--- config.mk ---
export PLATFORM = sky130hd
export DESIGN_NAME = mopc_ctrl
export DESIGN_NICKNAME = d
export VERILOG_FILES = /design/src/design/mopc_pkg.sv /design/src/design/mopc_line_tick.sv /design/src/design/mopc_ctrl.sv
export VERILOG_INCLUDE_DIRS = /design/src /design/src/design
export SDC_FILE = /design/constraint.sdc
export NUM_CORES = 1
export LEC_CHECK = 0
export BUFFER_PORTS_ARGS = -buffer_cell sky130_fd_sc_hd__clkbuf_2
export CORE_ASPECT_RATIO = 1.4
export CORE_UTILIZATION = 57
export DETAILED_ROUTE_END_ITERATION = 8
export GPL_ROUTABILITY_DRIVEN = 0
export PLACE_DENSITY = 0.76
export SYNTH_ARGS = -nofsm -noshare
export SYNTH_HDL_FRONTEND = slang
export SYNTH_HIERARCHICAL = 1
export SYNTH_SLANG_ARGS = --single-unit
--- constraint.sdc ---
create_clock -name clk -period 4.74 [get_ports clk]
set_input_delay 0.474 -clock clk [delete_from_list [all_inputs] [get_ports clk]]
set_output_delay 0.474 -clock clk [all_outputs]
set_load 0.005 [all_outputs]
--- src/design/mopc_params.svh ---
// Purpose: named constants for the momentary output pulse control
// Assumes: register offsets are holding-register references
// Notes:   included by every design file except the package
`ifndef MOPC_PARAMS_SVH
`define MOPC_PARAMS_SVH

// holding-register references of the momentary control group
`define MOPC_ADDR_EXECUTE    16'hA0EC
`define MOPC_ADDR_PW_HIGH    16'hA0ED
`define MOPC_ADDR_PW_LOW     16'hA0EE
`define MOPC_ADDR_SPARE      16'hA0EF
`define MOPC_ADDR_SEL_MASK   16'hA0F0
`define MOPC_ADDR_CONF_MASK  16'hA0F1
`define MOPC_ADDR_DURATION   16'hEFEE

// execute codes
`define MOPC_EXEC_RUN        16'h0001
`define MOPC_EXEC_NONE       16'h0000

// factory password pair: two spaces per word
`define MOPC_PW_DEFAULT      16'h2020

// legal duration range in line cycles, and its reset value
`define MOPC_DUR_MIN         16'h0005
`define MOPC_DUR_MAX         16'h003C
`define MOPC_DUR_RESET       16'h0005

// mask layout: trip, close, outputs 1..8 in bits 0..9
`define MOPC_NUM_OUT         10
`define MOPC_MASK_RESET      16'h0000
`define MOPC_ZERO16          16'h0000

// timing: clock period and line periods in ns
`define MOPC_CLK_PERIOD_NS   4
`define MOPC_LINE50_NS       20000000
`define MOPC_LINE60_NS       16666667
`define MOPC_CYC_LINE50      (`MOPC_LINE50_NS / `MOPC_CLK_PERIOD_NS)
`define MOPC_CYC_LINE60      (`MOPC_LINE60_NS / `MOPC_CLK_PERIOD_NS)

`endif

--- src/design/mopc_pkg.sv ---
// Purpose: shared types of the momentary output pulse control
// Assumes: nothing beyond the params header
// Notes:   types only; numbers live in the params header
package mopc_pkg;

   // pulse sequencer states
   typedef enum logic {
      MOPC_IDLE,
      MOPC_PULSING
   } mopc_state_t;

endpackage

--- src/design/mopc_line_tick.sv ---
// Purpose: one-cycle tick at every power-line period
// Assumes: sel_60hz is already synchronised to clk
// Notes:   restart realigns the period so a pulse is exactly n periods
`timescale 1ns/1ps
`include "mopc_params.svh"

module mopc_line_tick #(
   parameter int unsigned CYC_50 = `MOPC_CYC_LINE50, // clocks per 50 Hz cycle
   parameter int unsigned CYC_60 = `MOPC_CYC_LINE60  // clocks per 60 Hz cycle
) (
   // clock and reset
   input  wire logic clk,
   input  wire logic rst,
   // control
   input  wire logic sel_60hz, // 1 selects the 60 Hz period
   input  wire logic restart,  // start a fresh period
   // result
   output logic      tick      // last clock of a line period
);

   logic [31:0] cnt_r;   // clocks elapsed in the current period
   logic [31:0] cnt_nxt;
   logic [31:0] last;    // final count of the chosen period

   // period end; a frequency change takes effect at once, in the current period
   always_comb begin
      last = sel_60hz ? 32'(CYC_60 - 1) : 32'(CYC_50 - 1);
      tick = (cnt_r == last) && !restart;
      if (restart || tick) begin
         cnt_nxt = 32'h0000_0000;
      end else begin
         cnt_nxt = cnt_r + 32'h0000_0001;
      end
   end

   // period counter
   always_ff @(posedge clk or posedge rst) begin
      if (rst) begin
         cnt_r <= 32'h0000_0000;
      end else begin
         cnt_r <= cnt_nxt;
      end
   end

endmodule

--- src/design/mopc_ctrl.sv ---
// Purpose: momentary pulse control of the relay's physical outputs
// Assumes: register port is driven by the fieldbus front end on clk
// Notes:   one shared pulse timer; a new command replaces a running one
//
// Behaviour
// - chosen outputs energised exactly programmed duration
// - pulse is momentary, never latched
// - duration in line cycles, accept 5..60
// - pulse time equals cycles times line period
// - duration register writable over the fieldbus
// - execute: 1 runs command, 0 does nothing
// - password in two words, left pair first
// - factory password reads 2020 hex per word
// - mask bits: trip, close, outputs 1..8
// - mask bit 1 pulses, 0 leaves alone
// - confirm mask mirrors the select mask
// - pulse only outputs set in both masks
// - act at once, no command queue
`timescale 1ns/1ps
`include "mopc_params.svh"

module mopc_ctrl
   import mopc_pkg::*;
#(
   parameter int unsigned       CYC_50      = `MOPC_CYC_LINE50,
   parameter int unsigned       CYC_60      = `MOPC_CYC_LINE60,
   parameter logic [9:0]        OUT_PRESENT = 10'h3FF // fitted outputs
) (
   // clock and reset
   input  wire logic        clk,
   input  wire logic        rst,
   // holding-register access from the fieldbus front end
   input  wire logic        reg_wr,     // write strobe, one cycle
   input  wire logic        reg_rd,     // read strobe, one cycle
   input  wire logic [15:0] reg_addr,   // register reference
   input  wire logic [15:0] reg_wdata,  // write word
   output logic      [15:0] reg_rdata,  // read word, registered
   output logic             reg_ack,    // access done, one cycle
   output logic             reg_err,    // unmapped or refused, with ack
   // unit configuration
   input  wire logic        line_60hz_pin, // rated line 60 Hz when high
   input  wire logic [15:0] act_pw_high,   // active password, left pair
   input  wire logic [15:0] act_pw_low,    // active password, right pair
   // physical outputs
   output logic [9:0]       pulse_out,   // energise drive per output
   output logic             pulse_busy,  // a pulse is running
   output logic             cmd_refused  // execute refused, one cycle
);

   // staged command words
   logic [15:0] pw_high_r, pw_high_nxt;   // left password pair
   logic [15:0] pw_low_r,  pw_low_nxt;    // right password pair
   logic [15:0] sel_r,     sel_nxt;       // select mask
   logic [15:0] conf_r,    conf_nxt;      // confirm mask
   logic [15:0] dur_r,     dur_nxt;       // duration in line cycles
   // bus answer
   logic [15:0] rdata_nxt;
   logic        ack_nxt;
   logic        err_nxt;
   // pulse sequencer
   mopc_state_t state_r, state_nxt;
   logic [9:0]  out_r,   out_nxt;         // outputs being pulsed
   logic [15:0] left_r,  left_nxt;        // line cycles still to run
   logic        refused_r, refused_nxt;
   // line-frequency strap synchroniser
   logic        sync1_r, sync2_r, sync3_r;
   logic        sel60_r, sel60_nxt;
   // decode
   logic        exec_wr;
   logic        pw_ok;
   logic [9:0]  pick;
   logic        dur_ok;
   logic        tick;
   logic        restart;

   // write decode and command evaluation
   always_comb begin
      exec_wr = reg_wr && (reg_addr == `MOPC_ADDR_EXECUTE)
                && (reg_wdata == `MOPC_EXEC_RUN);
      pw_ok   = (pw_high_r == act_pw_high)
                && (pw_low_r == act_pw_low);
      // both masks must agree per bit; absent and reserved bits drop out
      pick    = sel_r[9:0] & conf_r[9:0] & OUT_PRESENT;
      dur_ok  = (reg_wdata >= `MOPC_DUR_MIN)
                && (reg_wdata <= `MOPC_DUR_MAX);
   end

   // register writes; execute itself stores nothing and reads back 0
   always_comb begin
      pw_high_nxt = pw_high_r;
      pw_low_nxt  = pw_low_r;
      sel_nxt     = sel_r;
      conf_nxt    = conf_r;
      dur_nxt     = dur_r;
      if (reg_wr) begin
         unique case (reg_addr)
            `MOPC_ADDR_PW_HIGH:   pw_high_nxt = reg_wdata;
            `MOPC_ADDR_PW_LOW:    pw_low_nxt  = reg_wdata;
            `MOPC_ADDR_SEL_MASK:  sel_nxt     = reg_wdata;
            `MOPC_ADDR_CONF_MASK: conf_nxt    = reg_wdata;
            `MOPC_ADDR_DURATION: begin
               // out-of-range values are refused, old value kept
               if (dur_ok) begin
                  dur_nxt = reg_wdata;
               end
            end
            default: begin
               // execute, spare and unmapped words store nothing
            end
         endcase
      end
   end

   // read data and access answer
   always_comb begin
      rdata_nxt = `MOPC_ZERO16;
      err_nxt   = 1'b0;
      ack_nxt   = reg_wr || reg_rd;
      unique case (reg_addr)
         `MOPC_ADDR_EXECUTE:   rdata_nxt = `MOPC_EXEC_NONE;
         `MOPC_ADDR_PW_HIGH:   rdata_nxt = pw_high_r;
         `MOPC_ADDR_PW_LOW:    rdata_nxt = pw_low_r;
         `MOPC_ADDR_SPARE:     rdata_nxt = `MOPC_ZERO16;
         `MOPC_ADDR_SEL_MASK:  rdata_nxt = sel_r;
         `MOPC_ADDR_CONF_MASK: rdata_nxt = conf_r;
         `MOPC_ADDR_DURATION: begin
            rdata_nxt = dur_r;
            err_nxt   = reg_wr && !dur_ok;
         end
         default:              err_nxt   = 1'b1;
      endcase
      if (!ack_nxt) begin
         rdata_nxt = `MOPC_ZERO16;
         err_nxt   = 1'b0;
      end
   end

   // staged words and bus answer registers
   always_ff @(posedge clk or posedge rst) begin
      if (rst) begin
         pw_high_r <= `MOPC_PW_DEFAULT;
         pw_low_r  <= `MOPC_PW_DEFAULT;
         sel_r     <= `MOPC_MASK_RESET;
         conf_r    <= `MOPC_MASK_RESET;
         dur_r     <= `MOPC_DUR_RESET;
         reg_rdata <= `MOPC_ZERO16;
         reg_ack   <= 1'b0;
         reg_err   <= 1'b0;
      end else begin
         pw_high_r <= pw_high_nxt;
         pw_low_r  <= pw_low_nxt;
         sel_r     <= sel_nxt;
         conf_r    <= conf_nxt;
         dur_r     <= dur_nxt;
         reg_rdata <= rdata_nxt;
         reg_ack   <= ack_nxt;
         reg_err   <= err_nxt;
      end
   end

   // strap follows only when the last two stages agree
   always_comb begin
      sel60_nxt = (sync2_r == sync3_r) ? sync3_r : sel60_r;
   end

   // three-stage synchroniser for the line-frequency strap
   always_ff @(posedge clk or posedge rst) begin
      if (rst) begin
         sync1_r <= 1'b0;
         sync2_r <= 1'b0;
         sync3_r <= 1'b0;
         sel60_r <= 1'b0;
      end else begin
         sync1_r <= line_60hz_pin;
         sync2_r <= sync1_r;
         sync3_r <= sync2_r;
         sel60_r <= sel60_nxt;
      end
   end

   // line-period timebase, realigned on every accepted command that picks an output
   mopc_line_tick #(
      .CYC_50 (CYC_50),
      .CYC_60 (CYC_60)
   ) u_tick (
      .clk      (clk),
      .rst      (rst),
      .sel_60hz (sel60_r),
      .restart  (restart),
      .tick     (tick)
   );

   // pulse sequencer: a new accepted command replaces the running one
   always_comb begin
      state_nxt   = state_r;
      out_nxt     = out_r;
      left_nxt    = left_r;
      refused_nxt = 1'b0;
      restart     = 1'b0;
      if (exec_wr && pw_ok && (pick != 10'h000)) begin
         // start at once, nothing is held back for later
         state_nxt = MOPC_PULSING;
         out_nxt   = pick;
         left_nxt  = dur_r;
         restart   = 1'b1;
      end else begin
         // bad password or empty mask: no output moves, but a running
         // pulse keeps counting so its length is not stretched
         refused_nxt = exec_wr && !pw_ok;
         unique case (state_r)
            MOPC_IDLE: begin
               out_nxt = 10'h000;
            end
            MOPC_PULSING: begin
               if (tick) begin
                  if (left_r == 16'h0001) begin
                     // pulse ends by itself; nothing stays latched
                     state_nxt = MOPC_IDLE;
                     out_nxt   = 10'h000;
                     left_nxt  = `MOPC_ZERO16;
                  end else begin
                     left_nxt = left_r - 16'h0001;
                  end
               end
            end
         endcase
      end
   end

   // sequencer registers
   always_ff @(posedge clk or posedge rst) begin
      if (rst) begin
         state_r   <= MOPC_IDLE;
         out_r     <= 10'h000;
         left_r    <= `MOPC_ZERO16;
         refused_r <= 1'b0;
      end else begin
         state_r   <= state_nxt;
         out_r     <= out_nxt;
         left_r    <= left_nxt;
         refused_r <= refused_nxt;
      end
   end

   // outputs straight from registers
   assign pulse_out   = out_r;
   assign pulse_busy  = (state_r == MOPC_PULSING);
   assign cmd_refused = refused_r;

endmodule

After elaboration in Yosys (flattened, before gate mapping)
Cells that the tools add are included.

Add/subtract/negate cells: 2. $lt $le $gt $ge: 2. Eq/ne operators: 15. Muxes and demuxes: 20. Bitwise gates (word level): 2. Reductions and logical operators: 25.

Operators by type and width (number): equality test 16 bit, second input constant (7); 2-to-1 mux 16 bit (5); one-hot mux 16 bit (5 select lines) (1); adder 32 x 1 -> 32 bit, second input constant (1); equality test 16 x 1 -> 1 bit, second input constant (2); equality test 16 bit (2); equality test 32 bit (1); 2-to-1 mux 32 bit (1); 2-to-1 mux 10 bit (3); 2-to-1 mux 23 bit (1); one-hot mux 10 bit (2 select lines) (1); >= comparator 16 x 3 -> 1 bit, second input constant (1); less-or-equal comparator 16 x 6 -> 1 bit, second input constant (1); subtractor 16 x 1 -> 16 bit, second input constant (1); AND reduction 2 bit (6); AND 10 bit (1); nonzero test 10 bit (1); logical AND 1 bit (9); 2-to-1 mux 1 bit (7); != test 3 x 1 -> 1 bit, second input constant (2); OR reduction 6 bit (1); nonzero test 2 bit (2); logical NOT 1 bit (3); AND reduction 3 bit (1); other kinds (4) (5).

Flip-flop bits (word level): 162. Output and inout port bits: 30. Logic and storage cells: 83.

Depth between registers and ports, before layout
Depth in word-level cells: 11. Mapped depth: 14.

By module
The synthesis kept the hierarchy.

Modules (own cells, without submodules): mopc_ctrl (instances 1, cells each 503, area an instance 6172.2 um^2); mopc_line_tick (instances 1, cells each 192, area an instance 1835.5 um^2).

Least setup slack after synthesis
OpenSTA, ideal clock, no wires.

Path kind: input to register. Start point: input reg_addr[8]. End point: register left_r[7]. Library setup time: 0.125 ns. Data arrival time: 3.177 ns. Required time: 4.615 ns. Path slack: 1.439 ns. Cell stages on the path: 14. Path buffers: 3. Cells stage by stage: nor4_4 nand4b_2 or4_1 nand4bb_1 buf_6 buf_4 inv_1 buf_1 nor2b_1 and2_1 nand3_1 nor2_1 mux2_2 mux2_2.

Cells in the longest elaborated chain, start to end: 10. Elaborated cells between the ends (all ways): 12.

Ends and longest elaborated chain: start, declared (RTL line mopc_ctrl.sv:35) `input wire logic [15:0] reg_addr,`; equality test 16 bit; logical AND 1 bit (2 in a row) (RTL line mopc_ctrl.sv:78) `` exec_wr = reg_wr && (reg_addr == `MOPC_ADDR_EXECUTE) ``; logical AND 1 bit (2 in a row) (RTL line mopc_ctrl.sv:200) `if (exec_wr && pw_ok && (pick != 10'h000)) begin`; 2-to-1 mux 1 bit (RTL line mopc_ctrl.sv:200); named net restart (RTL line mopc_ctrl.sv:74) `logic restart;`; logical NOT 1 bit (RTL line mopc_line_tick.sv:28) `tick = (cnt_r == last) && !restart;`; logical AND 1 bit (RTL line mopc_line_tick.sv:28); named net tick (RTL line mopc_ctrl.sv:73) `logic tick;`; nonzero test 2 bit (no line); AND reduction 2 bit (no line); end signal, assigned (RTL line mopc_ctrl.sv:235) `` left_r <= `MOPC_ZERO16; ``; end signal, assigned (RTL line mopc_ctrl.sv:240) `left_r <= left_nxt;`; end, declared (RTL line mopc_ctrl.sv:63) `logic [15:0] left_r, left_nxt;`.

The timed path passes the listed nets, and every way through them passes these cells. A chain may end at the register's enable or synchronous reset.

Worst setup path after layout
Start point: register u_tick.cnt_r[15]. End point: register left_r[7].

Cells in the longest elaborated chain, start to end: 4.

Ends and longest elaborated chain: start, declared (RTL line mopc_line_tick.sv:21) `logic [31:0] cnt_r;`; start signal, assigned (RTL line mopc_line_tick.sv:41) `cnt_r <= cnt_nxt;`; equality test 32 bit (RTL line mopc_line_tick.sv:28); logical AND 1 bit (RTL line mopc_line_tick.sv:28); named net tick (RTL line mopc_ctrl.sv:73); nonzero test 2 bit (no line); AND reduction 2 bit (no line).

The timed path passes the listed nets, and every way through them passes these cells.

==> results by group <==
STA
  • Slew of the pin with the lowest slew margin: about 0.9 ns
  • Final worst slack: about 1.3 ns
  • Max-slew violation count: 0
  • RSZ-0062 raised after global routing: false
  • Minimum clock period: 3.48 ns
  • Fin Setup TNS: 0 ns
  • Final clock period utilization by the worst path: 0.733
  • Slew HR: 0.400
  • Clock Skews: ~0.014 ns
  • Final Hold Viols: 0
  • Final setup fails: 0
  • Tightest hold margin: just over 0.09 ns
  • FMAX: ~290 MHz

Logic synthesis
  • Synthesized flop and latch total: between 150 and 200
  • Number of enable flip-flop cells after synthesis: 0
  • Leading post-synthesis cells by cell area: dfrtp_1 (49%), mux2_2 (11%), xnor2_1 (4.6%), nand2_1 (2.0%), dfstp_2 (2.0%)
  • Commonest cells in the synthesized netlist: dfrtp_1 (156), mux2_2 (81), nand2_1 (43)
  • Asr flop ratio synth: 1.00
  • Cell Area, Synth: roughly 8000 um2
  • Post-synth top area share: 0.488
  • Syn Area/Cell: about 12 um2
  • Ys flop type: dfrtp_1
  • Most instantiated library cell after synthesis: dfrtp_1
  • Top cell type by total area after synthesis: dfrtp_1
  • Gate Count Post-Synth: ~700
  • YS warnings: 6
  • Mapped Nets: 767
  • Register area share after synthesis: 0.507
  • Synth cell types: 57

Drt
  • Drt wl/cell: 21.2 um
  • Routed Antenna Nets: 0
  • Post-Route WL: around 21000 um
  • Initial DRC count: slightly above 500
  • Drt first pass iters: 7
  • Vias: around 6300
  • Metal2 WL: 11000 um
  • M1 WL: a little under 8000 um
  • Met3 wire length: roughly 1100 um
  • Vias per cell: approximately 6.4
  • Highest routing layer actually used: met4
  • # DRC: 0

Setup path
  • Critical path origin: u_tick/cnt_r[15]
  • FF-to-FF Start: u_tick/cnt_r[15]
  • Crit path max-delay family: simple AND/OR/NAND/NOR gates
  • Buf+Inv Stages, Crit Path: 0
  • CP startpoint kind: flop
  • Reg2reg path depth: 8
  • Slowest library cell on the worst path: or4b_1
  • Worst EP arrival: about 3.8 ns
  • CP Cell Sequence: or4b_1, or4_4, a2111oi_4, nor2b_1, and2_1, nand3_1, mux2_2, mux2_2
  • Most common cell on crit path: mux2_2
  • CP required: about 5.1 ns
  • R2r setup slk: 1.26 ns
  • CP Max Fanout: 14
  • Crit path kind: flop to flop
  • Levels on crit path: 8
  • Critical path endpoint category: flop
  • Worst path max stage delay: roughly 0.56 ns
  • Reg-to-reg endpoint: left_r[7]
  • Setup crit end: left_r[7]

Global route
  • First-pass GRT wire length: between 30000 and 40000 um
  • All-Layer GR Usage: 0.316
  • Largest net degree at the start of global routing: 48
  • GRT Residual Overflow: 0
  • Vias in the first global route: 6544
  • Antenna violations before repair: 0

Die
  • Die Width: roughly 100 um
  • Cell row count: 50
  • IO Pins: between 90 and 100
  • Floorplan core area: 13500 um2
  • Initial core utilization: 0.593
  • DIE HEIGHT: between 100 and 150 um
  • Total die area: 14500 um2

Clock tree
  • Reg clk slew, reported paths: approximately 0.07 ns
  • CTS root buf: clkbuf_16
  • CTS buffer count: 17
  • Clock Latency Late Sink: about 0.43 ns
  • CTS sink count: approximately 160
  • Post-CTS Setup Repair Bufs: 0
  • TritonCTS clock tree: yes
  • Post-CTS Hold Buffers: 0
  • Resized Gates After CTS: 0
  • H-Tree Level Count: 4
  • Clock tree buffer depth: 2

Power and ir drop
  • Combinational power share: 0.037
  • Psw: 0.656 mW
  • Internal power: roughly 2.3 mW
  • VDD IR max: between 0.0002 and 0.0003 V
  • Flop pwr share: 0.473
  • Total power: 2.93 mW
  • Switching Share: 0.224
  • Clock power frac: 0.490
  • Pwr/cell area: approximately 320 nW/um2
  • Leakage dissipation: 4.28 nW

Cells and area
  • Multi-input logic area: ~3700 um2
  • Layout-stage area growth over the synthesis result: 15.8%
  • Layout cells sized above 1: 0.317
  • FF+latch area: ~4100 um2
  • Diodes inserted: 0
  • FILL cells: 1059
  • Fin nets: 861

Min path
  • Hold Path Class: input port to asynchronous set/reset pin

Placement
  • Port Buffers: between 90 and 100
  • Post-DP HPWL: 14600 um
  • Worst slack, placed: 1.03 ns

Run
  • Max Cap Violations: 0

Status
  • Status: completed
## power by group through the flow
stage	registers [mW]	clock network, mW	logic [mW]
final	1.39	1.44	0.108
after global routing	1.39	1.52	0.119
after CTS	1.39	1.45	0.109
after detailed placement	1.41	0	0.108
after global placement	1.41	0	0.105
after floorplan	1.41	0	0.0466
## sequential cells by signal (all words and copies together), names as in the netlist
signal        flops
pw_high_r        16
sync2_r           1
cmd_refused       1
sel60_r           1
dur_r            16
conf_r           16
sync1_r           1
pulse_busy        1
sync3_r           1
pulse_out        10
reg_ack           1
u_tick/cnt_r     32
reg_rdata        16
reg_err           1
sel_r            16
left_r           16
pw_low_r         16
## layout make-up
type	count	share of cell area
Multi-Input combinational cell	482	0.401
Timing Repair Buffer	111	0.0634
Sequential cell	162	0.438
Inverter	15	0.00634
Tap cell	182	0.0246
Clock inverter	14	0.0192
Clock buffer	18	0.0474
## placed cells by master, fill, tap and decap left out, drive strengths merged, types with 2 or more instances in the layout
cell type,count
clkinvlp,2
inv,19
and3,6
or3,13
nor4b,4
xnor2,42
a211oi,18
dfstp,6
or3b,3
a222oi,15
clkinv,5
nor3b,3
o21ai,24
nor2,15
dfrtp,156
xor2,3
a21oi,19
nand2,43
mux2,87
a22o,11
and2,11
nor2b,6
nor4,18
clkbuf,116
mux2i,12
or4,19
o31ai,9
bufinv,3
nor3,29
ha,3
nand4,20
nand4b,3
and4,3
a22oi,17
buf,13
nand3,13
## through the flow
| stage | util | cells | cell area [um2] |
|---|---|---|---|
| 2_1_floorplan | - | 695 | 8010 |
| 6_report | 0.686 | 984 | 9270 |
| 3_3_place_gp | 0.640 | 952 | 8650 |
| 4_1_cts | 0.686 | 984 | 9270 |
| 3_5_place_dp | 0.640 | 952 | 8650 |
| 5_1_grt | 0.686 | 984 | 9270 |
## layer usage
layer	vias up	GRT usage
met5	-	0
met1	3120	0.374
met2	297	0.546
met4	0	0.142
li1	2818	-
met3	57	0.0658
## cells by family after synthesis
family	synth area share
xor+xnor	0.0492
simple gates	0.160
fa+ha+maj	0.00594
compound gates	0.107
flops	0.507
mux	0.140
buf+inv	0.0309
## worst register-to-register path: stages, from the launching register on
cell	delay, ns
dfrtp_1	0.44
or4b_1	0.56
or4_4	0.54
a2111oi_4	0.38
nor2b_1	0.26
and2_1	0.41
nand3_1	0.20
mux2_2	0.32
mux2_2	0.26
## worst min path at each step
stage             from          endpoint  cells past startpoint
3_5_place_dp   sync1_r           sync2_r                      0
6_report           rst  u_tick/cnt_r[14]                      2
4_1_cts            rst  u_tick/cnt_r[14]                      2
2_1_floorplan  sync1_r           sync2_r                      0
5_1_grt            rst  u_tick/cnt_r[10]                      2
3_3_place_gp   sync1_r           sync2_r                      0
Note: power is estimated with default switching activity, not from simulation.
